`src/hdl/cps_pkg.sv`:
```
// package: constants, carriers and device map for the path sequencer
package cps_pkg;
    // clock and timing
    localparam int CLK_NS          = 25;
    localparam int MS_NS           = 1_000_000;
    localparam int MS_CYCLES       = (MS_NS + CLK_NS - 1) / CLK_NS;
    localparam int SPK_WAIT_MS     = 1;
    localparam int BEEP_SETTLE_MS  = 10;
    localparam int LINE_RAMP_MS    = 300;
    localparam int SER_HALF_CYCLES = 4;
    // device register addresses
    localparam logic [4:0] RA_PWR  = 5'h00;
    localparam logic [4:0] RA_SIG1 = 5'h02;
    localparam logic [4:0] RA_SIG2 = 5'h03;
    localparam logic [4:0] RA_MODE = 5'h05;
    localparam logic [4:0] RA_TMR  = 5'h06;
    localparam logic [4:0] RA_LIM  = 5'h07;
    localparam logic [4:0] RA_REF  = 5'h08;
    localparam logic [4:0] RA_IVOL = 5'h09;
    localparam logic [4:0] RA_OVOL = 5'h0A;
    localparam logic [4:0] RA_FSEL = 5'h0E;
    // power register bits
    localparam logic [7:0] PW_ADC  = 8'h01;
    localparam logic [7:0] PW_DAC  = 8'h04;
    localparam logic [7:0] PW_AO   = 8'h08;
    localparam logic [7:0] PW_SPK  = 8'h10;
    localparam logic [7:0] PW_BP   = 8'h20;
    localparam logic [7:0] PW_VCM  = 8'h40;
    localparam logic [7:0] PW_PFIL = 8'h80;
    localparam logic [7:0] PW_CLK  = 8'h85;
    // path bits
    localparam logic [7:0] S1_DAC_TO_SPEAKER_PATH  = 8'h08;
    localparam logic [7:0] S1_DAC_TO_LINE_PATH  = 8'h10;
    localparam logic [7:0] S1_LINE_OUT_POWER_SAVE  = 8'h40;
    localparam logic [7:0] S1_SPEAKER_RELEASE = 8'h80;
    localparam logic [7:0] S2_ADC_TO_FILTER = 8'h01;
    localparam logic [7:0] S2_FILTER_TO_SERIAL_OUT = 8'h02;
    localparam logic [7:0] S2_FILTER_TO_DAC = 8'h04;
    localparam logic [7:0] S2_BEEP_TO_SPEAKER_PATH = 8'h20;
    localparam logic [7:0] LM_RECORD_LEVEL_CONTROL_ENABLE  = 8'h20;
    localparam logic [7:0] LM_PLAYBACK_LEVEL_CONTROL_ENABLE  = 8'h40;
    localparam logic [7:0] FS_RECORD_HIGHPASS_ENABLE = 8'h01;
    localparam logic [7:0] FS_HPFDA = 8'h02;
    localparam logic [2:0] SER_HDR  = 3'h1;
    // own register map and fields
    localparam logic [7:0] OF_CTRL  = 8'h00;
    localparam logic [7:0] OF_STAT  = 8'h04;
    localparam logic [7:0] OF_LOCK  = 8'h08;
    localparam int ST_BUSY = 0;
    localparam int ST_VCM  = 1;
    localparam int ST_ERR  = 2;
    localparam int ST_CLK  = 3;
    localparam int ST_ACT  = 4;
    localparam logic [1:0] RESP_OK  = 2'h0;
    localparam logic [1:0] RESP_ERR = 2'h2;
    // commands
    localparam logic [3:0] OP_NONE  = 4'h0;
    localparam logic [3:0] OP_INIT  = 4'h1;
    localparam logic [3:0] OP_RECON = 4'h2;
    localparam logic [3:0] OP_RECOF = 4'h3;
    localparam logic [3:0] OP_SPKON = 4'h4;
    localparam logic [3:0] OP_SPKOF = 4'h5;
    localparam logic [3:0] OP_BPON  = 4'h6;
    localparam logic [3:0] OP_BPOF  = 4'h7;
    localparam logic [3:0] OP_LNON  = 4'h8;
    localparam logic [3:0] OP_LNOF  = 4'h9;
    localparam logic [1:0] W_LOCK = 2'h0;
    localparam logic [1:0] W_SPK  = 2'h1;
    localparam logic [1:0] W_BEEP = 2'h2;
    localparam logic [1:0] W_LINE = 2'h3;

    typedef enum logic [1:0] {P_IDLE, P_FETCH, P_SHIFT, P_WAIT} cps_ph_type;

    typedef struct packed {
        logic       last;
        logic       is_wait;
        logic [1:0] wsel;
        logic [4:0] addr;
        logic [7:0] set_m;
        logic [7:0] clr_m;
    } cps_step_type;

    typedef struct packed {
        logic        awvalid;
        logic [7:0]  awaddr;
        logic        wvalid;
        logic [31:0] wdata;
        logic [3:0]  wstrb;
        logic        bready;
        logic        arvalid;
        logic [7:0]  araddr;
        logic        rready;
    } cps_axi_req_type;

    typedef struct packed {
        logic        awready;
        logic        wready;
        logic        bvalid;
        logic [1:0]  bresp;
        logic        arready;
        logic        rvalid;
        logic [31:0] rdata;
        logic [1:0]  rresp;
    } cps_axi_rsp_type;

    typedef struct packed {
        logic csn;
        logic sclk;
        logic sdo;
    } cps_ser_type;
endpackage

```
`src/hdl/cps_sequencer.sv`:
```
// module: axi4-lite driven power and path sequencer for the codec
module cps_sequencer #(
    parameter int MS_DIV = cps_pkg::MS_CYCLES
) (
    input  wire logic                     aclk,
    input  wire logic                     aresetn,
    input  wire cps_pkg::cps_axi_req_type axi_req,
    output cps_pkg::cps_axi_rsp_type      axi_rsp,
    output cps_pkg::cps_ser_type          ser,
    output logic                          mclk_stop_ok
);
    import cps_pkg::*;

    typedef struct packed {
        cps_axi_rsp_type  rsp;
        logic             aw_have;
        logic [7:0]       aw_addr;
        logic             w_have;
        logic [31:0]      w_data;
        logic [3:0]       w_strb;
        logic [31:0][7:0] image;
        logic [15:0]      lock_ms;
        logic             err;
        logic             vcm;
        logic [3:0]       act;
        logic [3:0]       op;
        logic [4:0]       idx;
        logic             last;
        cps_ph_type       ph;
        logic [15:0]      sh;
        logic [4:0]       hc;
        logic [2:0]       div;
        cps_ser_type      ser;
        logic [31:0]      ms_div;
        logic [15:0]      ms_left;
        logic             stop_ok;
    } cps_state_type;

    cps_state_type q, d;

    // build a register write step
    function automatic cps_step_type wr(logic [4:0] a, logic [7:0] s,
                                        logic [7:0] c, logic l);
        cps_step_type r;
        r = '0;
        r.addr = a;
        r.set_m = s;
        r.clr_m = c;
        r.last = l;
        return r;
    endfunction

    // build a timed wait step
    function automatic cps_step_type wt(logic [1:0] w);
        cps_step_type r;
        r = '0;
        r.is_wait = 1'b1;
        r.wsel = w;
        return r;
    endfunction

    // step table of every command; image holds the values software staged
    function automatic cps_step_type step_f(logic [3:0] op,
                                            logic [4:0] i);
        cps_step_type r;
        r = wr(RA_PWR, 8'h00, 8'h00, 1'b1);
        case (op)
            OP_INIT: begin
                r = wr(RA_PWR, PW_VCM, 8'h00, 1'b1);
            end
            OP_RECON: begin
                case (i)
                    5'd0: r = wr(RA_MODE, 8'h00, 8'h00, 1'b0);
                    5'd1: r = wr(RA_SIG1, 8'h00, 8'h00, 1'b0);
                    5'd2: r = wr(RA_TMR, 8'h00, 8'h00, 1'b0);
                    5'd3: r = wr(RA_REF, 8'h00, 8'h00, 1'b0);
                    5'd4: r = wr(RA_IVOL, 8'h00, 8'h00, 1'b0);
                    5'd5: r = wr(RA_LIM, LM_RECORD_LEVEL_CONTROL_ENABLE, 8'h00, 1'b0);
                    5'd6: r = wr(RA_SIG2, S2_FILTER_TO_SERIAL_OUT | S2_ADC_TO_FILTER,
                                 8'h00, 1'b0);
                    5'd7: r = wr(RA_FSEL, FS_RECORD_HIGHPASS_ENABLE, 8'h00, 1'b0);
                    5'd8: r = wt(W_LOCK);
                    default: r = wr(RA_PWR, PW_PFIL | PW_ADC,
                                    8'h00, 1'b1);
                endcase
            end
            OP_RECOF: begin
                r = wr(RA_PWR, 8'h00, PW_PFIL | PW_ADC, 1'b1);
            end
            OP_SPKON: begin
                case (i)
                    5'd0: r = wr(RA_MODE, 8'h00, 8'h00, 1'b0);
                    5'd1: r = wr(RA_SIG1, S1_DAC_TO_SPEAKER_PATH, 8'h00, 1'b0);
                    5'd2: r = wr(RA_TMR, 8'h00, 8'h00, 1'b0);
                    5'd3: r = wr(RA_REF, 8'h00, 8'h00, 1'b0);
                    5'd4: r = wr(RA_OVOL, 8'h00, 8'h00, 1'b0);
                    5'd5: r = wr(RA_LIM, LM_PLAYBACK_LEVEL_CONTROL_ENABLE, 8'h00, 1'b0);
                    5'd6: r = wr(RA_SIG2, S2_FILTER_TO_DAC, S2_ADC_TO_FILTER,
                                 1'b0);
                    5'd7: r = wr(RA_FSEL, FS_HPFDA, 8'h00, 1'b0);
                    5'd8: r = wt(W_LOCK);
                    5'd9: r = wr(RA_PWR, PW_DAC | PW_SPK | PW_PFIL,
                                 8'h00, 1'b0);
                    5'd10: r = wt(W_SPK);
                    default: r = wr(RA_SIG1, S1_SPEAKER_RELEASE, 8'h00, 1'b1);
                endcase
            end
            OP_SPKOF: begin
                case (i)
                    5'd0: r = wr(RA_SIG1, 8'h00, S1_SPEAKER_RELEASE, 1'b0);
                    5'd1: r = wr(RA_SIG1, 8'h00, S1_DAC_TO_SPEAKER_PATH, 1'b0);
                    default: r = wr(RA_PWR, 8'h00,
                                    PW_DAC | PW_SPK | PW_PFIL,
                                    1'b1);
                endcase
            end
            OP_BPON: begin
                // no lock wait: amplifiers run clockless
                case (i)
                    5'd0: r = wr(RA_PWR, PW_BP | PW_SPK, 8'h00,
                                 1'b0);
                    5'd1: r = wr(RA_SIG2, S2_BEEP_TO_SPEAKER_PATH, 8'h00, 1'b0);
                    5'd2: r = wt(W_BEEP);
                    default: r = wr(RA_SIG1, S1_SPEAKER_RELEASE, 8'h00,
                                    1'b1);
                endcase
            end
            OP_BPOF: begin
                case (i)
                    5'd0: r = wr(RA_SIG1, 8'h00, S1_SPEAKER_RELEASE, 1'b0);
                    5'd1: r = wr(RA_PWR, 8'h00, PW_BP | PW_SPK,
                                 1'b0);
                    default: r = wr(RA_SIG2, 8'h00, S2_BEEP_TO_SPEAKER_PATH,
                                    1'b1);
                endcase
            end
            OP_LNON: begin
                case (i)
                    5'd0: r = wr(RA_MODE, 8'h00, 8'h00, 1'b0);
                    5'd1: r = wr(RA_SIG1, S1_DAC_TO_LINE_PATH, 8'h00, 1'b0);
                    5'd2: r = wr(RA_SIG2, S2_FILTER_TO_DAC, S2_ADC_TO_FILTER, 1'b0);
                    5'd3: r = wr(RA_LIM, 8'h00, LM_PLAYBACK_LEVEL_CONTROL_ENABLE, 1'b0);
                    5'd4: r = wr(RA_OVOL, 8'h00, 8'h00, 1'b0);
                    5'd5: r = wr(RA_SIG1, S1_LINE_OUT_POWER_SAVE, 8'h00, 1'b0);
                    5'd6: r = wt(W_LOCK);
                    5'd7: r = wr(RA_PWR, PW_DAC | PW_PFIL | PW_AO,
                                 8'h00, 1'b0);
                    5'd8: r = wt(W_LINE);
                    default: r = wr(RA_SIG1, 8'h00, S1_LINE_OUT_POWER_SAVE,
                                    1'b1);
                endcase
            end
            OP_LNOF: begin
                case (i)
                    5'd0: r = wr(RA_SIG1, S1_LINE_OUT_POWER_SAVE, 8'h00, 1'b0);
                    5'd1: r = wr(RA_PWR, 8'h00, PW_DAC | PW_PFIL | PW_AO,
                                 1'b0);
                    5'd2: r = wt(W_LINE);
                    5'd3: r = wr(RA_SIG1, 8'h00, S1_DAC_TO_LINE_PATH, 1'b0);
                    default: r = wr(RA_SIG1, 8'h00, S1_LINE_OUT_POWER_SAVE,
                                    1'b1);
                endcase
            end
            default: r = wr(RA_PWR, 8'h00, 8'h00, 1'b1);
        endcase
        return r;
    endfunction

    // refusal check: act bits are rec, spk, beep, line
    function automatic logic ok_f(logic [3:0] op, logic [3:0] a,
                                  logic v);
        logic r;
        r = 1'b0;
        case (op)
            OP_INIT:  r = !v;
            OP_RECON: r = v && a == 4'h0;
            OP_SPKON: r = v && a == 4'h0;
            OP_LNON:  r = v && a == 4'h0;
            OP_BPON:  r = v && a == 4'h0;
            OP_RECOF: r = a[0];
            OP_SPKOF: r = a[1];
            OP_BPOF:  r = a[2];
            OP_LNOF:  r = a[3];
            default:  r = 1'b0;
        endcase
        return r;
    endfunction

    // read decode of the own registers
    function automatic logic [32:0] rd_f(logic [7:0] a,
                                         cps_state_type s);
        logic [32:0] r;
        r = '0;
        if (a[7]) begin
            r[7:0] = s.image[a[6:2]];
        end else if (a == OF_CTRL) begin
            r[3:0] = s.op;
        end else if (a == OF_STAT) begin
            r[ST_BUSY] = s.ph != P_IDLE;
            r[ST_VCM] = s.vcm;
            r[ST_ERR] = s.err;
            r[ST_CLK] = s.stop_ok;
            r[ST_ACT +: 4] = s.act;
        end else if (a == OF_LOCK) begin
            r[15:0] = s.lock_ms;
        end else begin
            r[32] = 1'b1;
        end
        return r;
    endfunction

    // next state
    always_comb begin
        cps_step_type s;
        logic [7:0]   v;
        logic [32:0]  rd;
        logic         err_set;
        logic         err_clr;
        logic         fin;
        d = q;
        s = step_f(q.op, q.idx);
        v = 8'h00;
        rd = 33'h0;
        err_set = 1'b0;
        err_clr = 1'b0;
        fin = 1'b0;
        // write address and data are taken in either order
        if (axi_req.awvalid && q.rsp.awready) begin
            d.aw_have = 1'b1;
            d.aw_addr = axi_req.awaddr;
            d.rsp.awready = 1'b0;
        end
        if (axi_req.wvalid && q.rsp.wready) begin
            d.w_have = 1'b1;
            d.w_data = axi_req.wdata;
            d.w_strb = axi_req.wstrb;
            d.rsp.wready = 1'b0;
        end
        if (q.aw_have && q.w_have && !q.rsp.bvalid) begin
            d.aw_have = 1'b0;
            d.w_have = 1'b0;
            d.rsp.bvalid = 1'b1;
            d.rsp.bresp = RESP_OK;
            if (q.aw_addr[7]) begin
                if (q.w_strb[0]) begin
                    d.image[q.aw_addr[6:2]] = q.w_data[7:0];
                end
            end else if (q.aw_addr == OF_CTRL) begin
                if (q.w_strb[0] && q.w_data[3:0] != OP_NONE) begin
                    if (q.ph == P_IDLE &&
                        ok_f(q.w_data[3:0], q.act, q.vcm)) begin
                        d.op = q.w_data[3:0];
                        d.idx = 5'd0;
                        d.ph = P_FETCH;
                    end else begin
                        err_set = 1'b1;
                    end
                end
            end else if (q.aw_addr == OF_STAT) begin
                err_clr = q.w_strb[0] && q.w_data[ST_ERR];
            end else if (q.aw_addr == OF_LOCK) begin
                if (q.w_strb[0]) begin
                    d.lock_ms[7:0] = q.w_data[7:0];
                end
                if (q.w_strb[1]) begin
                    d.lock_ms[15:8] = q.w_data[15:8];
                end
            end else begin
                d.rsp.bresp = RESP_ERR;
            end
        end
        if (q.rsp.bvalid && axi_req.bready) begin
            d.rsp.bvalid = 1'b0;
            d.rsp.awready = 1'b1;
            d.rsp.wready = 1'b1;
        end
        // read channel, one outstanding
        if (axi_req.arvalid && q.rsp.arready) begin
            rd = rd_f(axi_req.araddr, q);
            d.rsp.arready = 1'b0;
            d.rsp.rvalid = 1'b1;
            d.rsp.rdata = rd[31:0];
            d.rsp.rresp = rd[32] ? RESP_ERR : RESP_OK;
        end
        if (q.rsp.rvalid && axi_req.rready) begin
            d.rsp.rvalid = 1'b0;
            d.rsp.arready = 1'b1;
        end
        // sequencer
        case (q.ph)
            P_FETCH: begin
                d.last = s.last;
                if (s.is_wait) begin
                    d.ms_div = 32'h0;
                    case (s.wsel)
                        W_SPK:   d.ms_left = 16'(SPK_WAIT_MS);
                        W_BEEP:  d.ms_left = 16'(BEEP_SETTLE_MS);
                        W_LINE:  d.ms_left = 16'(LINE_RAMP_MS);
                        default: d.ms_left = q.lock_ms;
                    endcase
                    d.ph = P_WAIT;
                end else begin
                    v = (q.image[s.addr] & ~s.clr_m) | s.set_m;
                    d.image[s.addr] = v;
                    d.sh = {SER_HDR, s.addr, v};
                    d.hc = 5'd0;
                    d.div = 3'd0;
                    d.ser.csn = 1'b0;
                    d.ser.sclk = 1'b0;
                    d.ser.sdo = SER_HDR[2];
                    d.ph = P_SHIFT;
                end
            end
            P_SHIFT: begin
                // data changes on the falling clock, device samples on rise
                d.div = q.div + 3'd1;
                if (q.div == 3'(SER_HALF_CYCLES - 1)) begin
                    d.div = 3'd0;
                    d.hc = q.hc + 5'd1;
                    if (!q.hc[0]) begin
                        d.ser.sclk = 1'b1;
                    end else begin
                        d.ser.sclk = 1'b0;
                        if (q.hc == 5'd31) begin
                            d.ser.csn = 1'b1;
                            fin = 1'b1;
                        end else begin
                            d.sh = {q.sh[14:0], 1'b0};
                            d.ser.sdo = q.sh[14];
                        end
                    end
                end
            end
            P_WAIT: begin
                // ms tick counted from step start: never shorter than asked
                if (q.ms_left == 16'h0) begin
                    fin = 1'b1;
                end else if (q.ms_div == 32'(MS_DIV - 1)) begin
                    d.ms_div = 32'h0;
                    d.ms_left = q.ms_left - 16'h1;
                end else begin
                    d.ms_div = q.ms_div + 32'h1;
                end
            end
            default: begin
            end
        endcase
        if (fin) begin
            d.idx = q.idx + 5'd1;
            d.ph = P_FETCH;
            if (q.last) begin
                d.ph = P_IDLE;
                case (q.op)
                    OP_INIT:  d.vcm = 1'b1;
                    OP_RECON: d.act[0] = 1'b1;
                    OP_RECOF: d.act[0] = 1'b0;
                    OP_SPKON: d.act[1] = 1'b1;
                    OP_SPKOF: d.act[1] = 1'b0;
                    OP_BPON:  d.act[2] = 1'b1;
                    OP_BPOF:  d.act[2] = 1'b0;
                    OP_LNON:  d.act[3] = 1'b1;
                    OP_LNOF:  d.act[3] = 1'b0;
                    default:  d.act = q.act;
                endcase
            end
        end
        // set wins over clear
        d.err = (q.err && !err_clr) || err_set;
        // drops at once on power-up, rises after the power-down frame has left,
        // or on a staged RA_PWR write that clears the clock bits, ahead of the device
        d.stop_ok = ((d.image[RA_PWR] & PW_CLK) == 8'h00) &&
                    (q.stop_ok || d.ph != P_SHIFT);
    end

    // state register, synchronous reset
    always_ff @(posedge aclk) begin
        if (!aresetn) begin
            q <= '0;
            q.rsp.awready <= 1'b1;
            q.rsp.wready <= 1'b1;
            q.rsp.arready <= 1'b1;
            q.ser.csn <= 1'b1;
            q.stop_ok <= 1'b1;
            q.ph <= P_IDLE;
        end else begin
            q <= d;
        end
    end

    assign axi_rsp = q.rsp;
    assign ser = q.ser;
    assign mclk_stop_ok = q.stop_ok;
endmodule

```
`config.mk`:
```
export PLATFORM = sky130hd
export DESIGN_NAME = cps_sequencer
export DESIGN_NICKNAME = d
export VERILOG_FILES = /design/src/hdl/cps_pkg.sv /design/src/hdl/cps_sequencer.sv
export SDC_FILE = /design/constraint.sdc
export NUM_CORES = 1
export LEC_CHECK = 0
export BUFFER_PORTS_ARGS = -buffer_cell sky130_fd_sc_hd__buf_4
export CORE_MARGIN = 2
export CORE_UTILIZATION = 53
export DETAILED_ROUTE_END_ITERATION = 6
export PLACE_DENSITY = 0.69
export SYNTH_ARGS = -nofsm -noshare
export SYNTH_HDL_FRONTEND = slang
export SYNTH_SLANG_ARGS = --single-unit
```
`constraint.sdc`:
```
create_clock -name aclk -period 3.6 [get_ports aclk]
set_input_delay 0.72 -clock aclk [delete_from_list [all_inputs] [get_ports aclk]]
set_output_delay 0.72 -clock aclk [all_outputs]
set_load 0.02 [all_outputs]
```
Yosys cells after proc, flatten, opt, wreduce, memory -nomap -nowiden:

Memory sizes are Yosys's and may differ from the RTL's. A register that Yosys moved wholly into a read port is not among the register bits.
Index checks and enable logic that the tools add are counted.

* memory bits (read-only): 624
* memories: 3
* register bits after elaboration: 418
* output and inout port bits: 45

Memory list
* (no name shown): depth 16, width 15, rd ports 1, clocked after Yosys merged registers in 1, wr ports 0, line cps_sequencer.sv:138 `case (i)`
* (no name shown): depth 16, width 14, rd ports 1, clocked after Yosys merged registers in 1, wr ports 0, line cps_sequencer.sv:91 `case (i)`
* (no name shown): depth 16, width 10, rd ports 1, clocked after Yosys merged registers in 1, wr ports 0, line cps_sequencer.sv:72 `case (i)`

* add/sub/neg operators: 5
* equal/unequal tests: 44
* mux-type cells: 107
* reduce and logical (&&, ||, !) cells: 58
* bitwise operators: 7
* order comparisons: 5

Operator list (count)
* $mux W256: 4
* $bwmux W256: 2
* $mux W272: 1
* $pmux W25 S9: 1
* $mux W16: 7
* $pmux W25 S2: 2
* $pmux W25 S4: 1
* $mux W48: 2
* $pmux W48 S2: 1
* $bmux W8 S5: 2
* $demux W8 S5: 2
* $mux W8: 10
* $mux W25: 3
* $pmux W25 S3: 1
* $mux W26: 2
* $pmux W26 S2: 1
* $pmux W16 S3: 1
* $add A32 B1 Y32 const B: 1
* $eq A32 B16 Y1 const B: 1
* $eq A4 B3 Y1 const B: 8
* $mux W32: 1
* $mux W15: 2
* $mux W5: 6
* $mux W1: 29
* other kinds (44): 135

Depth between registers and ports, before layout:

* depth in word-level cells: 18
* depth in mapped cells: 16
* mapped depth without buffers: 14

Least setup slack after synthesis:

OpenSTA, ideal clock, no wires.

* kind: flip-flop to flip-flop
* start: register q[79] in the netlist's numbering
* end: register q[135] in the netlist's numbering
* clock period less this slack: 3602 ps
* path slack: -2 ps
* stages on the path, launching flop included: 15
* data arrival time: 3463 ps
* path through: dfxtp_1 ha_1 or4b_1 buf_2 or3_4 o22a_4 nand2_4 buf_6 buf_8 mux2i_1 mux2i_1 mux2_2 a2111oi_4 buf_4 a21oi_1

* word-level cells in the longest chain between the ends: 10
* elaborated cells between the ends (all ways): 21
* those cells by class: 2 x order compare; 3 x eq/ne; 12 x mux; 2 x bitwise; 2 x reduce/logical

Ends and longest elaborated chain
* start: declaration: line cps_sequencer.sv:39 `cps_state_type q, d;`
* $eq A5 B2 Y1 (tied with other cells): line cps_sequencer.sv:154 `case (i)`
* $pmux W25 S4 (tied with other cells): line cps_sequencer.sv:154
* $pmux W25 S9 (*): line cps_sequencer.sv:67 `case (op)`
* $lt A5 B6 Y1 (not written as such) (tied with other cells): line cps_sequencer.sv:304 `d.image[s.addr] = v;`
* $logic_and A1 B1 Y1 (not written as such) or $mux W8 (tied branches): line cps_sequencer.sv:304, cps_sequencer.sv:303
* $mux W8 (not written as such) or $and A8 B8 Y8 (tied branches): line cps_sequencer.sv:304, cps_sequencer.sv:303
* $demux W8 S5 or $or A8 B8 Y8 (tied branches): line cps_sequencer.sv:304, cps_sequencer.sv:303
* $bwmux W256: line cps_sequencer.sv:304
* $mux W256 (*): line cps_sequencer.sv:293 `if (s.is_wait) begin`
* $mux W256 (*): line cps_sequencer.sv:290 `case (q.ph)`

Mark *: on every way between the ends. The rest lies on a longest branch, timed or not. The select of a mux whose other input is x is not followed.
A chain may end at the register's enable or synchronous reset.

Final worst setup path:

* start: register q[80] in the netlist's numbering
* end: register q[66] in the netlist's numbering

* word-level cells in the longest chain between the ends: 9
* elaborated cells between the ends (all ways): 18
* those cells by class: 4 x eq/ne; 9 x mux; 3 x bitwise; 2 x reduce/logical

Ends and longest elaborated chain
* $eq A5 B2 Y1 (tied with other cells): line cps_sequencer.sv:154
* $pmux W25 S4 (tied with other cells): line cps_sequencer.sv:154
* $pmux W25 S9 (*): line cps_sequencer.sv:67
* $bmux W8 S5: line cps_sequencer.sv:303 `v = (q.image[s.addr] & ~s.clr_m) | s.set_m;`
* $mux W8 (not written as such): line cps_sequencer.sv:303
* $and A8 B8 Y8: line cps_sequencer.sv:303
* $or A8 B8 Y8: line cps_sequencer.sv:303
* $mux W26: line cps_sequencer.sv:293
* $pmux W26 S2: line cps_sequencer.sv:290

Marked as above.

==> results.yml <==
grt:
  grt_pass1_wl_um: 112000
  grt-ovfl-total: 0
  grt_max_degree: 79
  grt_pass1_vias: 19982
  antenna_found_initial: 2
  track_usage_pct: 31.84
finish:
  final_common_cell: "dfxtp_1"
  final_cell_mix: "dfxtp_1 (439), nand2_1 (316), a21oi_1 (288)"
  final_cells: 3339
  nets: 2791
  drive_gt1_share_pct: 21.58
  area_growth_pct: 15.38
  final_core_util_pct: 61.87
clocking:
  clock_path_buffers: 3
  cts_tree: "yes"
  cts_hold_buffers: 0
  insertion_delay_ns: 0.61
  cts.clk_slew.worst_paths_ns: 0.06
  numCtsBuffers: 48
  cts_max_level: 2
  clkSinkCount: 444
  cts-root-buf: "clkbuf_16"
critical_path:
  ff2ff_path_depth: 13
  reg2reg_slack_ns: 0.05
  crit_arrival_ns: 4.00
  start_kind: "flip-flop"
  crit_type: "reg2reg"
  r2r-end: "q[66]$_SDFFE_PN0P_"
  regToRegStartpoint: "q[80]$_SDFFE_PN0N_"
  cp_max_fo: 13
  worstSetupStartpoint: "q[80]$_SDFFE_PN0N_"
  cp.required_ns: 4.05
  crit_path_end_kind: "flip-flop"
timing:
  worst_slew_pin_slew_ns: 1.452
  max_freq_mhz: 281.6
  min_period_ns: 3.552
  grt_setup_unrepaired: "true"
  clock_skew_ns: 0.04444
  final-hold-violation-count: 0
  slew_headroom_pct: 3.066
  finalMaxSlewViolations: 0
  fin_crit_sh_pct: 98.66
  setup-violations-final: 0
run_status:
  outcome: "finished, final reports clean"
yosys:
  synth_cell_types: 97
  async_reset_ff_share_pct: 0
  ys_warn_count: 0
  synth_area_sq_mm: 0.02310
  synthTopCellsByArea: "dfxtp_1 (38%), mux4_2 (8.1%), a21oi_1 (6.3%)"
  synth_seq_cells: 444
  post-synth-top-area-cell: "dfxtp_1"
  synth_edf_count: 0
  synth-seq-area-share_pct: 38.48
  yosysTopAreaCellShare_pct: 38.48
  synth_ff_type: "dfxtp_1"
  avgSynthCellArea_sq_um: 8.733
  syn_inst: 2645
floorplanning:
  num_rows: 76
  initial_core_util_pct: 53.62
  die_area_sq_mm: 0.04527
  die_h_um: 212.8
  core_sq_mm: 0.04308
  ios: 104
  die_w_um: 212.8
drt:
  wl_um: 72760
  ant_nets: 0
  wl_met2_um: 34210
  drt_iter0_drc: 2029
  drt-met1-wl_um: 28690
  via_per_inst: 6.250
  vias: 20870
  drc: 0
  drtPass1Iterations: 6
  met3WireLength_um: 6195
  wl_per_cell_um: 21.79
  maxUsedRoutingLayer: "met5"
placed_design:
  gp_congestion: 0.9523
  dp_hpwl_um: 50470
  placedCellCount: 3242
  io_buffers: 67
worst_hold_path:
  min-delay-start: "axi_req[47]"
  hp-class: "in2reg"
  worstHoldPathCells: 2
  holdPathEnd: "axi_rsp[39]$_SDFFE_PP1P_"
pwr:
  ir_drop_v: 0.0003836
  leakagePower_nw: 10.26
  p_per_area_mw_per_mm2: 396.3
run:
  max-cap-violations: 0
==> Yosys cell counts, types with 6 or more instances <==
library cell	number
dfxtp_1	444
nand2_1	317
a21oi_1	289
nand3_1	226
nor2_1	184
clkbuf_1	149
o21ai_0	143
mux2i_1	97
mux2_2	96
mux4_2	83
nor3_1	63
buf_4	49
and3_1	29
inv_1	29
o21a_1	29
a211oi_1	27
buf_1	23
buf_2	22
a22oi_1	20
xor2_1	18
a31oi_1	16
and2_1	16
ha_1	16
nand4_1	14
nor4_1	12
a211oi_2	11
a221oi_1	11
nor2b_1	11
xnor2_1	11
a22o_1	10
nor3b_1	10
o22ai_1	9
nand2b_1	8
a311oi_1	7
o211ai_1	7
or3_1	7
and3b_1	6
buf_6	6
or2_2	6
==> stage by stage <==
stage	setup TNS [ns]	power (mW)	area, sq um	hold slack (ns)	worst slack [ns]
3_5_place_dp	-2.246	5.560	24760	0.4462	-0.1659
5_1_grt	-0.03821	10.83	26650	0.3268	-0.01392
6_report	0	10.56	26650	0.3318	0.04828
2_1_floorplan	0	5.402	23160	0.4307	0.05102
4_1_cts	0	10.61	26390	0.3059	0.0006790
3_3_place_gp	-1.329	5.552	24760	0.4382	-0.09195
==> what timing repair did <==
item                                    4_1_cts  5_1_grt
cloned                                        0        1
resized for setup                             4       45
endpoints found under the setup margin       18      124
setup buffers                                 0        9
pin swaps                                     0        7
==> cells by family (layout without fill, tap and decap cells) <==
kind of cell | count (synthesis) | in the layout | share of synthesized area [%]
DFF | 444 | 444 | 38.48
other | 1 | 20 | 0.01623
and+or+nand+nor | 949 | 949 | 19.39
xor gates and xnor gates | 29 | 29 | 1.100
muxes | 278 | 278 | 17.07
AOI/OAI and AO/OA | 646 | 646 | 17.34
buffers and inverters | 282 | 372 | 5.741
adders and majority gates | 16 | 16 | 0.8666
==> critical path, stage by stage (launching register included) <==
cell and delay, ns:
dfxtp_2 0.32, inv_2 0.06, ha_4 0.12, or4b_4 0.48, or3_4 0.40, o22a_4 0.27, nand2_4 0.09, buf_12 0.14
mux2i_1 0.28, o22ai_1 0.18, or4_4 0.55, a31oi_4 0.23, buf_12 0.18, o32ai_2 0.08
==> final cells by class <==
| class | instances | area, sq um |
|---|---|---|
| Tap cell | 585 | 732.0 |
| Antenna cell | 2 | 5.005 |
| Sequential cell | 444 | 8895 |
| Inverter | 32 | 127.6 |
| Clock buffer | 75 | 1445 |
| Multi-Input combinational cell | 1936 | 13140 |
| Timing Repair Buffer | 254 | 2135 |
| Fill cell | 3717 | 16420 |
| Clock inverter | 11 | 170.2 |
==> power by group <==
group | switching (mW) | internal (mW)
clock | 2.07 | 3.03
sequential | 0.0498 | 4.94
combinational | 0.307 | 0.159
==> state kept, by name, indices dropped and copies added (netlist names), named ones only <==
| signal | cells |
|---|---|
| axi_rsp | 23 |
| mclk_stop_ok | 1 |
| q | 389 |
| ser | 2 |
==> routing by layer <==
metal	global-route usage, %	up-vias
li1	-	9735
met1	40.13	9977
met2	52.22	942
met3	6.633	214
met4	15.24	2
met5	0	-
==> worst max path at each step <==
stage                               endpoint  slack (ns)  cells past startpoint
after detailed placement  q[65]$_SDFFE_PN0P_       -0.17                     14
after floorplan            q[135]$_SDFF_PN0_        0.05                     14
after CTS                 q[66]$_SDFFE_PN0P_      0.0007                     13
final                     q[66]$_SDFFE_PN0P_        0.05                     13
after global placement     q[235]$_SDFF_PN0_       -0.09                     14
after global routing       q[143]$_SDFF_PN0_       -0.01                     14
No activity file was read; power rests on OpenSTA's default activity.
